==> src/include/rtcifc_pkg.sv <==
/*
  constants for the rtc interrupt flag and control block: register offsets,
  bit positions and reset values. assumes a 32-bit apb slave, one word per register.
*/
package rtcifc_pkg;
  // printed offsets 0xd and 0x7e are not word multiples: indices, byte addr = 4*index
  localparam logic [7:0]  IDX_CTRL     = 8'h0b;  // update and format control
  localparam logic [7:0]  IDX_FLAGS    = 8'h0c;
  localparam logic [7:0]  IDX_VALID    = 8'h0d;
  localparam logic [7:0]  IDX_PWR      = 8'h7e;
  localparam logic [7:0]  IDX_RATE     = 8'h0a;  // rate select and date alarm enable
  localparam logic [7:0]  IDX_STATUS   = 8'h0f;  // alarm time bytes, with live update busy on read
  // update_and_format_control bits
  localparam int          B_INHIBIT    = 7;
  localparam int          B_PIE        = 6;
  localparam int          B_AIE        = 5;
  localparam int          B_UIE        = 4;
  localparam int          B_BIN        = 2;
  localparam int          B_H24        = 1;
  // flag bits
  localparam int          B_SUMMARY_IRQ_FLAG       = 7;
  localparam int          B_PF         = 6;
  localparam int          B_UF         = 5;
  localparam int          B_AF         = 4;
  // validity register
  localparam int          B_VRT        = 7;
  localparam logic [5:0]  DATE_DC      = 6'h30;  // top two bits set: don't care
  // power control bits
  localparam int          B_REM        = 0;
  localparam int          B_OFF        = 1;
  localparam int          B_WAKE       = 2;
  localparam int          B_XCAP       = 7;
  localparam logic [7:0]  PWR_MASK     = 8'h87;
  localparam logic [7:0]  PWR_RST      = 8'h00;
  // rate register (IDX_RATE) bits and the alarm time byte don't-care mask
  localparam int          B_DATE_EN    = 4;
  localparam logic [7:0]  TIME_DC_MASK = 8'hc0;
endpackage

==> src/verilog/rtcifc_core.sv <==
/*
  rtc interrupt enable, flag and control logic with an apb slave.
  assumes the time base, update engine and time counters sit outside and
  present their events and bytes on plain ports in the pclk domain;
  battery_por_n and standby_supply come from outside; only standby_supply is synchronised.
*/
// The APB interface to the registers is this design's own decision.
`timescale 1ns/10ps
module rtcifc_core
(
  input  wire logic        pclk,
  input  wire logic        presetn,
  input  wire logic        battery_por_n,
  input  wire logic        psel,
  input  wire logic        penable,
  input  wire logic        pwrite,
  input  wire logic [31:0] paddr,
  input  wire logic [31:0] pwdata,
  input  wire logic [3:0]  pstrb,
  output logic      [31:0] prdata,
  output logic             pready,
  output logic             pslverr,
  input  wire logic [15:0] divider_taps,
  input  wire logic        update_busy,
  input  wire logic        update_end,
  input  wire logic        second_tick,
  input  wire logic [7:0]  time_sec,
  input  wire logic [7:0]  time_min,
  input  wire logic [7:0]  time_hour,
  input  wire logic [5:0]  time_date,
  input  wire logic        battery_low,
  input  wire logic        standby_supply,
  output logic             update_inhibit,
  output logic             binary_format_sel,
  output logic             hour24_sel,
  output logic             crystal_load_sel,
  output logic [7:0]       alarm_sec,
  output logic [7:0]       alarm_min,
  output logic [7:0]       alarm_hour,
  output logic             irq_out_n,
  output logic             power_on_request_n_o,
  output logic             power_on_request_n_oe
);
  // state on the bus reset
  typedef struct packed {
    logic       periodic_irq_enable;
    logic       alarm_irq_enable;
    logic       update_done_irq_enable;
    logic [3:0] rate;
    logic       date_en;
    logic       periodic_flag;
    logic       update_done_flag;
    logic       alarm_flag;
    logic       time_valid_bit;
    logic [7:0] a_sec;
    logic [7:0] a_min;
    logic [7:0] a_hour;
    logic       tap_d;
    logic [2:0] sb_sync;
    logic       missed_alarm;
    logic       wake_pend;
    logic       req_low;
    logic       req_drive;
    logic [31:0] rdata;
  } rtcifc_state_t;

  // battery domain state kept apart: it survives the bus reset
  // inhibit, format bits and date alarm live here too, since the bus reset must not touch them
  typedef struct packed {
    logic       inhibit;
    logic       bin;
    logic       h24;
    logic [5:0] date_alarm;
    logic [7:0] pwr;
  } rtcifc_batt_t;

  rtcifc_state_t st_ff, nxt_st;
  rtcifc_batt_t  bt_ff, nxt_bt;

  function automatic logic byte_match(input logic [7:0] t, input logic [7:0] a);
    byte_match = ((a & rtcifc_pkg::TIME_DC_MASK) == rtcifc_pkg::TIME_DC_MASK) || (a == t);
  endfunction

  logic [7:0] idx;
  logic       acc;
  logic       wr;
  logic       rd;
  logic       setup_rd;
  logic       mapped;
  logic       tap;
  logic       irq_sum;
  logic       sb_on;
  logic       sb_prev;
  logic       alarm_hit;

  assign idx    = paddr[9:2];
  assign acc    = psel && penable;
  assign wr     = acc && pwrite && pstrb[0];
  assign rd     = acc && !pwrite;
  // read word is latched in the setup cycle so it stands at the access edge
  assign setup_rd = psel && !penable && !pwrite;
  assign mapped = (idx == rtcifc_pkg::IDX_CTRL) || (idx == rtcifc_pkg::IDX_FLAGS) ||
                  (idx == rtcifc_pkg::IDX_VALID) || (idx == rtcifc_pkg::IDX_PWR) ||
                  (idx == rtcifc_pkg::IDX_RATE) || (idx == rtcifc_pkg::IDX_STATUS);

  assign tap     = (st_ff.rate == 4'h0) ? 1'b0 : divider_taps[st_ff.rate];
  assign irq_sum = (st_ff.periodic_flag && st_ff.periodic_irq_enable) ||
                   (st_ff.alarm_flag && st_ff.alarm_irq_enable) ||
                   (st_ff.update_done_flag && st_ff.update_done_irq_enable);
  // only synchroniser stages two and three are looked at
  assign sb_on   = st_ff.sb_sync[1] & st_ff.sb_sync[2];
  assign sb_prev = st_ff.sb_sync[1] | st_ff.sb_sync[2];

  assign alarm_hit = second_tick && !bt_ff.inhibit &&
                     byte_match(time_sec, st_ff.a_sec) &&
                     byte_match(time_min, st_ff.a_min) &&
                     byte_match(time_hour, st_ff.a_hour) &&
                     (!st_ff.date_en || bt_ff.date_alarm == time_date ||
                      (bt_ff.date_alarm & rtcifc_pkg::DATE_DC) == rtcifc_pkg::DATE_DC);

  always_comb
  begin
    nxt_st         = st_ff;
    nxt_st.tap_d   = tap;
    nxt_st.sb_sync = {st_ff.sb_sync[1:0], standby_supply};
    nxt_st.rdata   = 32'h0000_0000;

    // flag register read: flags seen this access clear, new events set after
    // only bits that the latched word showed as set are cleared; later ones are kept
    if (rd && idx == rtcifc_pkg::IDX_FLAGS)
    begin
      if (st_ff.rdata[rtcifc_pkg::B_PF])
        nxt_st.periodic_flag = 1'b0;

      if (st_ff.rdata[rtcifc_pkg::B_UF])
        nxt_st.update_done_flag = 1'b0;

      if (st_ff.rdata[rtcifc_pkg::B_AF])
        nxt_st.alarm_flag = 1'b0;
    end
    // set wins over the clear; sampled data already registered in rdata
    if (tap && !st_ff.tap_d)
      nxt_st.periodic_flag = 1'b1;
    if (update_end && !bt_ff.inhibit)
      nxt_st.update_done_flag = 1'b1;
    if (alarm_hit)
      nxt_st.alarm_flag = 1'b1;

    if (battery_low)
      nxt_st.time_valid_bit = 1'b0;
    else if (rd && idx == rtcifc_pkg::IDX_VALID)
      nxt_st.time_valid_bit = 1'b1;

    if (wr)
    begin
      case (idx)
        rtcifc_pkg::IDX_CTRL:
        begin
          nxt_st.periodic_irq_enable     = pwdata[rtcifc_pkg::B_PIE];
          nxt_st.alarm_irq_enable     = pwdata[rtcifc_pkg::B_AIE];
          nxt_st.update_done_irq_enable     = pwdata[rtcifc_pkg::B_UIE];
          if (pwdata[rtcifc_pkg::B_INHIBIT] && !bt_ff.inhibit)
            nxt_st.update_done_irq_enable = 1'b0;
        end
        rtcifc_pkg::IDX_RATE:
        begin
          nxt_st.rate    = pwdata[3:0];
          nxt_st.date_en = pwdata[rtcifc_pkg::B_DATE_EN];
        end
        rtcifc_pkg::IDX_STATUS:
        begin
          nxt_st.a_sec  = pwdata[7:0];
          nxt_st.a_min  = pwdata[15:8];
          nxt_st.a_hour = pwdata[23:16];
        end
        default:
          nxt_st.rate = st_ff.rate;  // flags register is read-only
      endcase
    end

    if (setup_rd)
    begin
      case (idx)
        rtcifc_pkg::IDX_CTRL:
          nxt_st.rdata = {24'h0, bt_ff.inhibit, st_ff.periodic_irq_enable, st_ff.alarm_irq_enable, st_ff.update_done_irq_enable,
                          1'b0, bt_ff.bin, bt_ff.h24, 1'b0};
        rtcifc_pkg::IDX_FLAGS:
          nxt_st.rdata = {24'h0, irq_sum, st_ff.periodic_flag, st_ff.update_done_flag,
                          st_ff.alarm_flag, 4'h0};
        rtcifc_pkg::IDX_VALID:
          nxt_st.rdata = {24'h0, st_ff.time_valid_bit, 1'b0,
                          (st_ff.date_en && !update_busy) ? bt_ff.date_alarm : 6'h00};
        rtcifc_pkg::IDX_PWR:
          nxt_st.rdata = {24'h0, bt_ff.pwr};
        rtcifc_pkg::IDX_RATE:
          nxt_st.rdata = {27'h0, st_ff.date_en, st_ff.rate};
        rtcifc_pkg::IDX_STATUS:
          nxt_st.rdata = {7'h00, update_busy, st_ff.a_hour, st_ff.a_min, st_ff.a_sec};
        default:
          nxt_st.rdata = 32'h0000_0000;
      endcase
    end

    // alarm missed while standby absent is remembered until it returns
    if (alarm_hit && !sb_prev && bt_ff.pwr[rtcifc_pkg::B_REM])
      nxt_st.missed_alarm = 1'b1;
    if (sb_on && st_ff.missed_alarm)
    begin
      nxt_st.missed_alarm = 1'b0;
      nxt_st.wake_pend    = 1'b1;
    end
    if (sb_on && !st_ff.req_drive && !st_ff.wake_pend)
    begin
      // standby just came up: wake or stay off
      nxt_st.req_drive = 1'b1;
      nxt_st.req_low   = bt_ff.pwr[rtcifc_pkg::B_WAKE] &&
                         !bt_ff.pwr[rtcifc_pkg::B_OFF];
    end
    if (st_ff.wake_pend)
    begin
      nxt_st.req_drive = 1'b1;
      nxt_st.req_low   = 1'b1;
    end
    if (!sb_on)
    begin
      nxt_st.req_drive = 1'b0;
      nxt_st.req_low   = 1'b0;
      nxt_st.wake_pend = 1'b0;
    end
  end

  always_comb
  begin
    nxt_bt = bt_ff;
    if (wr && idx == rtcifc_pkg::IDX_PWR)
      nxt_bt.pwr = pwdata[7:0] & rtcifc_pkg::PWR_MASK;

    // software is the only writer of these; only the battery reset reaches them, no bus reset or update logic
    if (wr && idx == rtcifc_pkg::IDX_CTRL)
    begin
      nxt_bt.inhibit = pwdata[rtcifc_pkg::B_INHIBIT];
      nxt_bt.bin     = pwdata[rtcifc_pkg::B_BIN];
      nxt_bt.h24     = pwdata[rtcifc_pkg::B_H24];
    end

    // a running update locks the date alarm; the write is dropped, not deferred
    if (wr && idx == rtcifc_pkg::IDX_VALID && !update_busy)
    begin
      nxt_bt.date_alarm = pwdata[5:0];
    end
  end

  always_ff @(posedge pclk or negedge presetn)
  begin
    if (!presetn)
      st_ff <= '0;  // inhibit, format and date alarm sit in the battery state
    else
      st_ff <= nxt_st;
  end

  // bus reset does not reach this one; its reset is the battery reset
  always_ff @(posedge pclk or negedge battery_por_n)
  begin
    if (!battery_por_n)
      bt_ff <= '{pwr: rtcifc_pkg::PWR_RST, default: '0};
    else
      bt_ff <= nxt_bt;
  end

  assign prdata                = st_ff.rdata;
  assign pready                = 1'b1;
  assign pslverr               = acc && !mapped;
  assign update_inhibit        = bt_ff.inhibit;
  assign binary_format_sel     = bt_ff.bin;
  assign hour24_sel            = bt_ff.h24;
  assign crystal_load_sel      = bt_ff.pwr[rtcifc_pkg::B_XCAP];
  assign alarm_sec             = st_ff.a_sec;
  assign alarm_min             = st_ff.a_min;
  assign alarm_hour            = st_ff.a_hour;
  assign irq_out_n             = !irq_sum;
  assign power_on_request_n_o  = 1'b0;
  assign power_on_request_n_oe = !(st_ff.req_drive && st_ff.req_low);
endmodule

==> config.mk <==
export PLATFORM = sky130hd
export DESIGN_NAME = rtcifc_core
export DESIGN_NICKNAME = d
export VERILOG_FILES = /design/src/include/rtcifc_pkg.sv /design/src/verilog/rtcifc_core.sv
export SDC_FILE = /design/constraint.sdc
export NUM_CORES = 1
export LEC_CHECK = 0
export ABC_CLOCK_PERIOD_IN_PS = 3400
export BUFFER_PORTS_ARGS = -buffer_cell sky130_fd_sc_hd__buf_2
export CAP_MARGIN = 10
export CORE_MARGIN = 2
export CORE_UTILIZATION = 48
export DETAILED_ROUTE_END_ITERATION = 10
export PLACE_DENSITY = 0.81
export SETUP_SLACK_MARGIN = 0.05
export SKIP_LAST_GASP = 1
export SYNTH_ARGS = -nofsm -noshare
export SYNTH_HDL_FRONTEND = slang
export SYNTH_SLANG_ARGS = --single-unit
==> constraint.sdc <==
create_clock -name pclk -period 3.4 [get_ports pclk]
set_input_delay 1.02 -clock pclk [delete_from_list [all_inputs] [get_ports pclk]]
set_output_delay 1.02 -clock pclk [all_outputs]
set_load 0.02 [all_outputs]
==> impl_metrics.env <==
export IMPL_grt_pass1_vias=3201
export IMPL_viasPerCell=5.30
export IMPL_hp_class="reg -> reg"
export IMPL_synth_distinct_cells=38
export IMPL_min_to="nxt_st[38]"
export IMPL_maxSlewHeadroom_pct=58.9
export IMPL_antenna_found_initial=2
export IMPL_maxCapViolCount=0
export IMPL_post_route_period_util_pct=96.2
export IMPL_clk_pin_slew_ns=0.08
export IMPL_ios=190
export IMPL_finalPower_mw=1.97
export IMPL_yosysMostFrequentCell="dfrtp_1"
export IMPL_fin_worst_skew_ns=0.00944
export IMPL_reg2reg_depth=5
export IMPL_r2r_slack_ns=1.35
export IMPL_crit_arrival_ns=2.25
export IMPL_wl_per_cell_um=17.3
export IMPL_finalHoldViolations=0
export IMPL_synthToLayoutAreaGrowth_pct=17.2
export IMPL_io_buffers=144
export IMPL_instances_no_fill=593
export IMPL_power_leakage_nw=2.70
export IMPL_path_max_fanout=5
export IMPL_synth_commonest_cells="82 x dfrtp_1, 60 x buf_4, 48 x mux2_2, 30 x xor2_1, 26 x nand2_1"
export IMPL_avgSynthCellArea_um2=11.4
export IMPL_final_antenna_net_count=0
export IMPL_cts_path_max_buffers=2
export IMPL_clk_latency_ns=0.35
export IMPL_synth_edf_count=0
export IMPL_grt_pass1_wl_um=16200
export IMPL_p_per_area_nw_per_um2=395
export IMPL_h_tree_depth=3
export IMPL_cts_buffers=9
export IMPL_num_vias=3142
export IMPL_dr_pass1_iters=7
export IMPL_irDropWorstVdd_uv=237
export IMPL_cts_hold_buf=0
export IMPL_critical_path_startpoint_type="input port"
export IMPL_cp_required_ns=2.38
export IMPL_grt_max_degree=70
export IMPL_synth_area_leaders="dfrtp_1 48%, mux2_2 13%, buf_4 11%"
export IMPL_hold_depth=0
export IMPL_grt_ovfl_total=0
export IMPL_synthCells=375
export IMPL_seq_area_frac_synth_pct=48.1
export IMPL_die_w_um=98.2
export IMPL_yosys_area_top_type="dfrtp_1"
export IMPL_worstSetupPathType="in -> out"
export IMPL_postCtsSetupBuffers=0
export IMPL_tns_ns=0
export IMPL_cts_sinks=82
export IMPL_tritoncts="yes"
export IMPL_drtIter0Drc=86
export IMPL_ys_flop_type="dfrtp_1"
export IMPL_chipHeight_um=98.2
export IMPL_ys_seq_elements=82
export IMPL_finalMaxSlewViolations=0
export IMPL_drive_above_1_share_pct=47.1
export IMPL_cts_root_buf="clkbuf_8"
export IMPL_synth_top_cell_area_share_pct=48.1
export IMPL_die_area_um2=9650
export IMPL_min_period_ns=3.27
export IMPL_status="complete, no violations"
export IMPL_grtUsageTotal_pct=21.6
export IMPL_synth_area_um2=4260
export IMPL_drcViolationCount=0
export IMPL_initial_core_util_pct=49.1
export IMPL_rsz0062_at_grt="no"
export IMPL_r2r_end="st_ff[35]"
export IMPL_reg2reg_from="alarm_sec[0]"
export IMPL_ys_warnings_count=0
export IMPL_gp_congestion=0.895
export IMPL_nets=604
export IMPL_dpl_hpwl_um=7660
export IMPL_core_um2=8680
export IMPL_setup_viol=0
export IMPL_cp_end_kind="output pin"
export IMPL_row_count=34
export IMPL_tightest_slew_ns=0.611
export IMPL_post_cts_resized=0
export IMPL_wl_um=10300
export IMPL_worst_hold_startpoint="nxt_st[37]"
export IMPL_dp_cells=576
export IMPL_fmax_mhz=306
export IMPL_async_flop_share_pct=100
## power by group
part	total, mW	switching, mW	internal (mW)
registers	0.995	0.0103	0.985
logic	0.158	0.0896	0.0688
clock network	0.820	0.348	0.473
total	1.97	0.448	1.53
## logic make-up after synthesis
kind of cell,after synthesis,share of synthesized area [%]
compound gates,35,5.58
other cells,2,0.176
xor+xnor,30,6.16
buf+inv,73,11.7
flops,82,48.1
simple gates,100,13.2
mux,53,15.0
## critical path, cell delays in order
cell     delay (ns)
buf_2          0.12
or4_4          0.57
or2_1          0.26
nand2_1        0.06
a21oi_1        0.07
buf_2          0.16
## placed cells by master (no fill, tap or decap), types with 4 or more instances in the layout
cell type    n
inv_1        7
nand3_1      4
clkbuf_8    12
buf_2      144
xor2_1      30
a22o_1       4
a21oi_1      9
nand2b_1     4
mux2_2      48
and2_1      18
nor4_1       9
dfrtp_1     82
mux4_2       4
nand2_1     26
buf_4        6
nor2_1      20
o21ai_0      7
a22oi_1      9
conb_1       9
## how the worst max path moves through the flow
stage	from	to	depth (start not counted)
6_report	paddr[7]	pslverr	6
5_1_grt	paddr[7]	pslverr	6
4_1_cts	paddr[7]	pslverr	6
3_5_place_dp	paddr[7]	pslverr	6
3_3_place_gp	paddr[7]	pslverr	6
2_1_floorplan	paddr[7]	pslverr	5
## stage by stage
stage	instance area [um^2]	util, %	setup WS [ns]	hold WS [ns]
2_1_floorplan	4290	-	0.226	0.331
3_3_place_gp	4760	54.8	0.147	0.334
3_5_place_dp	4760	54.8	0.134	0.335
4_1_cts	4990	57.5	0.132	0.353
5_1_grt	5000	57.6	0.0892	0.379
6_report	5000	57.6	0.128	0.352
## routing by layer
layer,vias to the layer above,GRT usage (%),wire length [um]
met3,30,5.30,551
met4,2,9.06,337
met2,117,37.1,5370
met1,1556,26.0,4020
met5,-,0,13
li1,1437,-,-
## layout make-up
type,count,area (um^2)
diodes,1,2.50
clock buffers,12,165
clock inverters,4,72.6
fillers,770,3680
inverters,7,26.3
multi-input cells,227,1740
flip-flops and latches,82,2050
well taps,108,135
repair buffers,152,806
## sequential cells by signal, indices dropped and copies added (netlist names)
register,flops
nxt_st,2
hour24_sel,1
crystal_load_sel,1
alarm_min,8
alarm_sec,8
binary_format_sel,1
prdata,25
st_ff,18
alarm_hour,8
update_inhibit,1
bt_ff,9
Note: power is estimated with default switching activity, not from simulation.
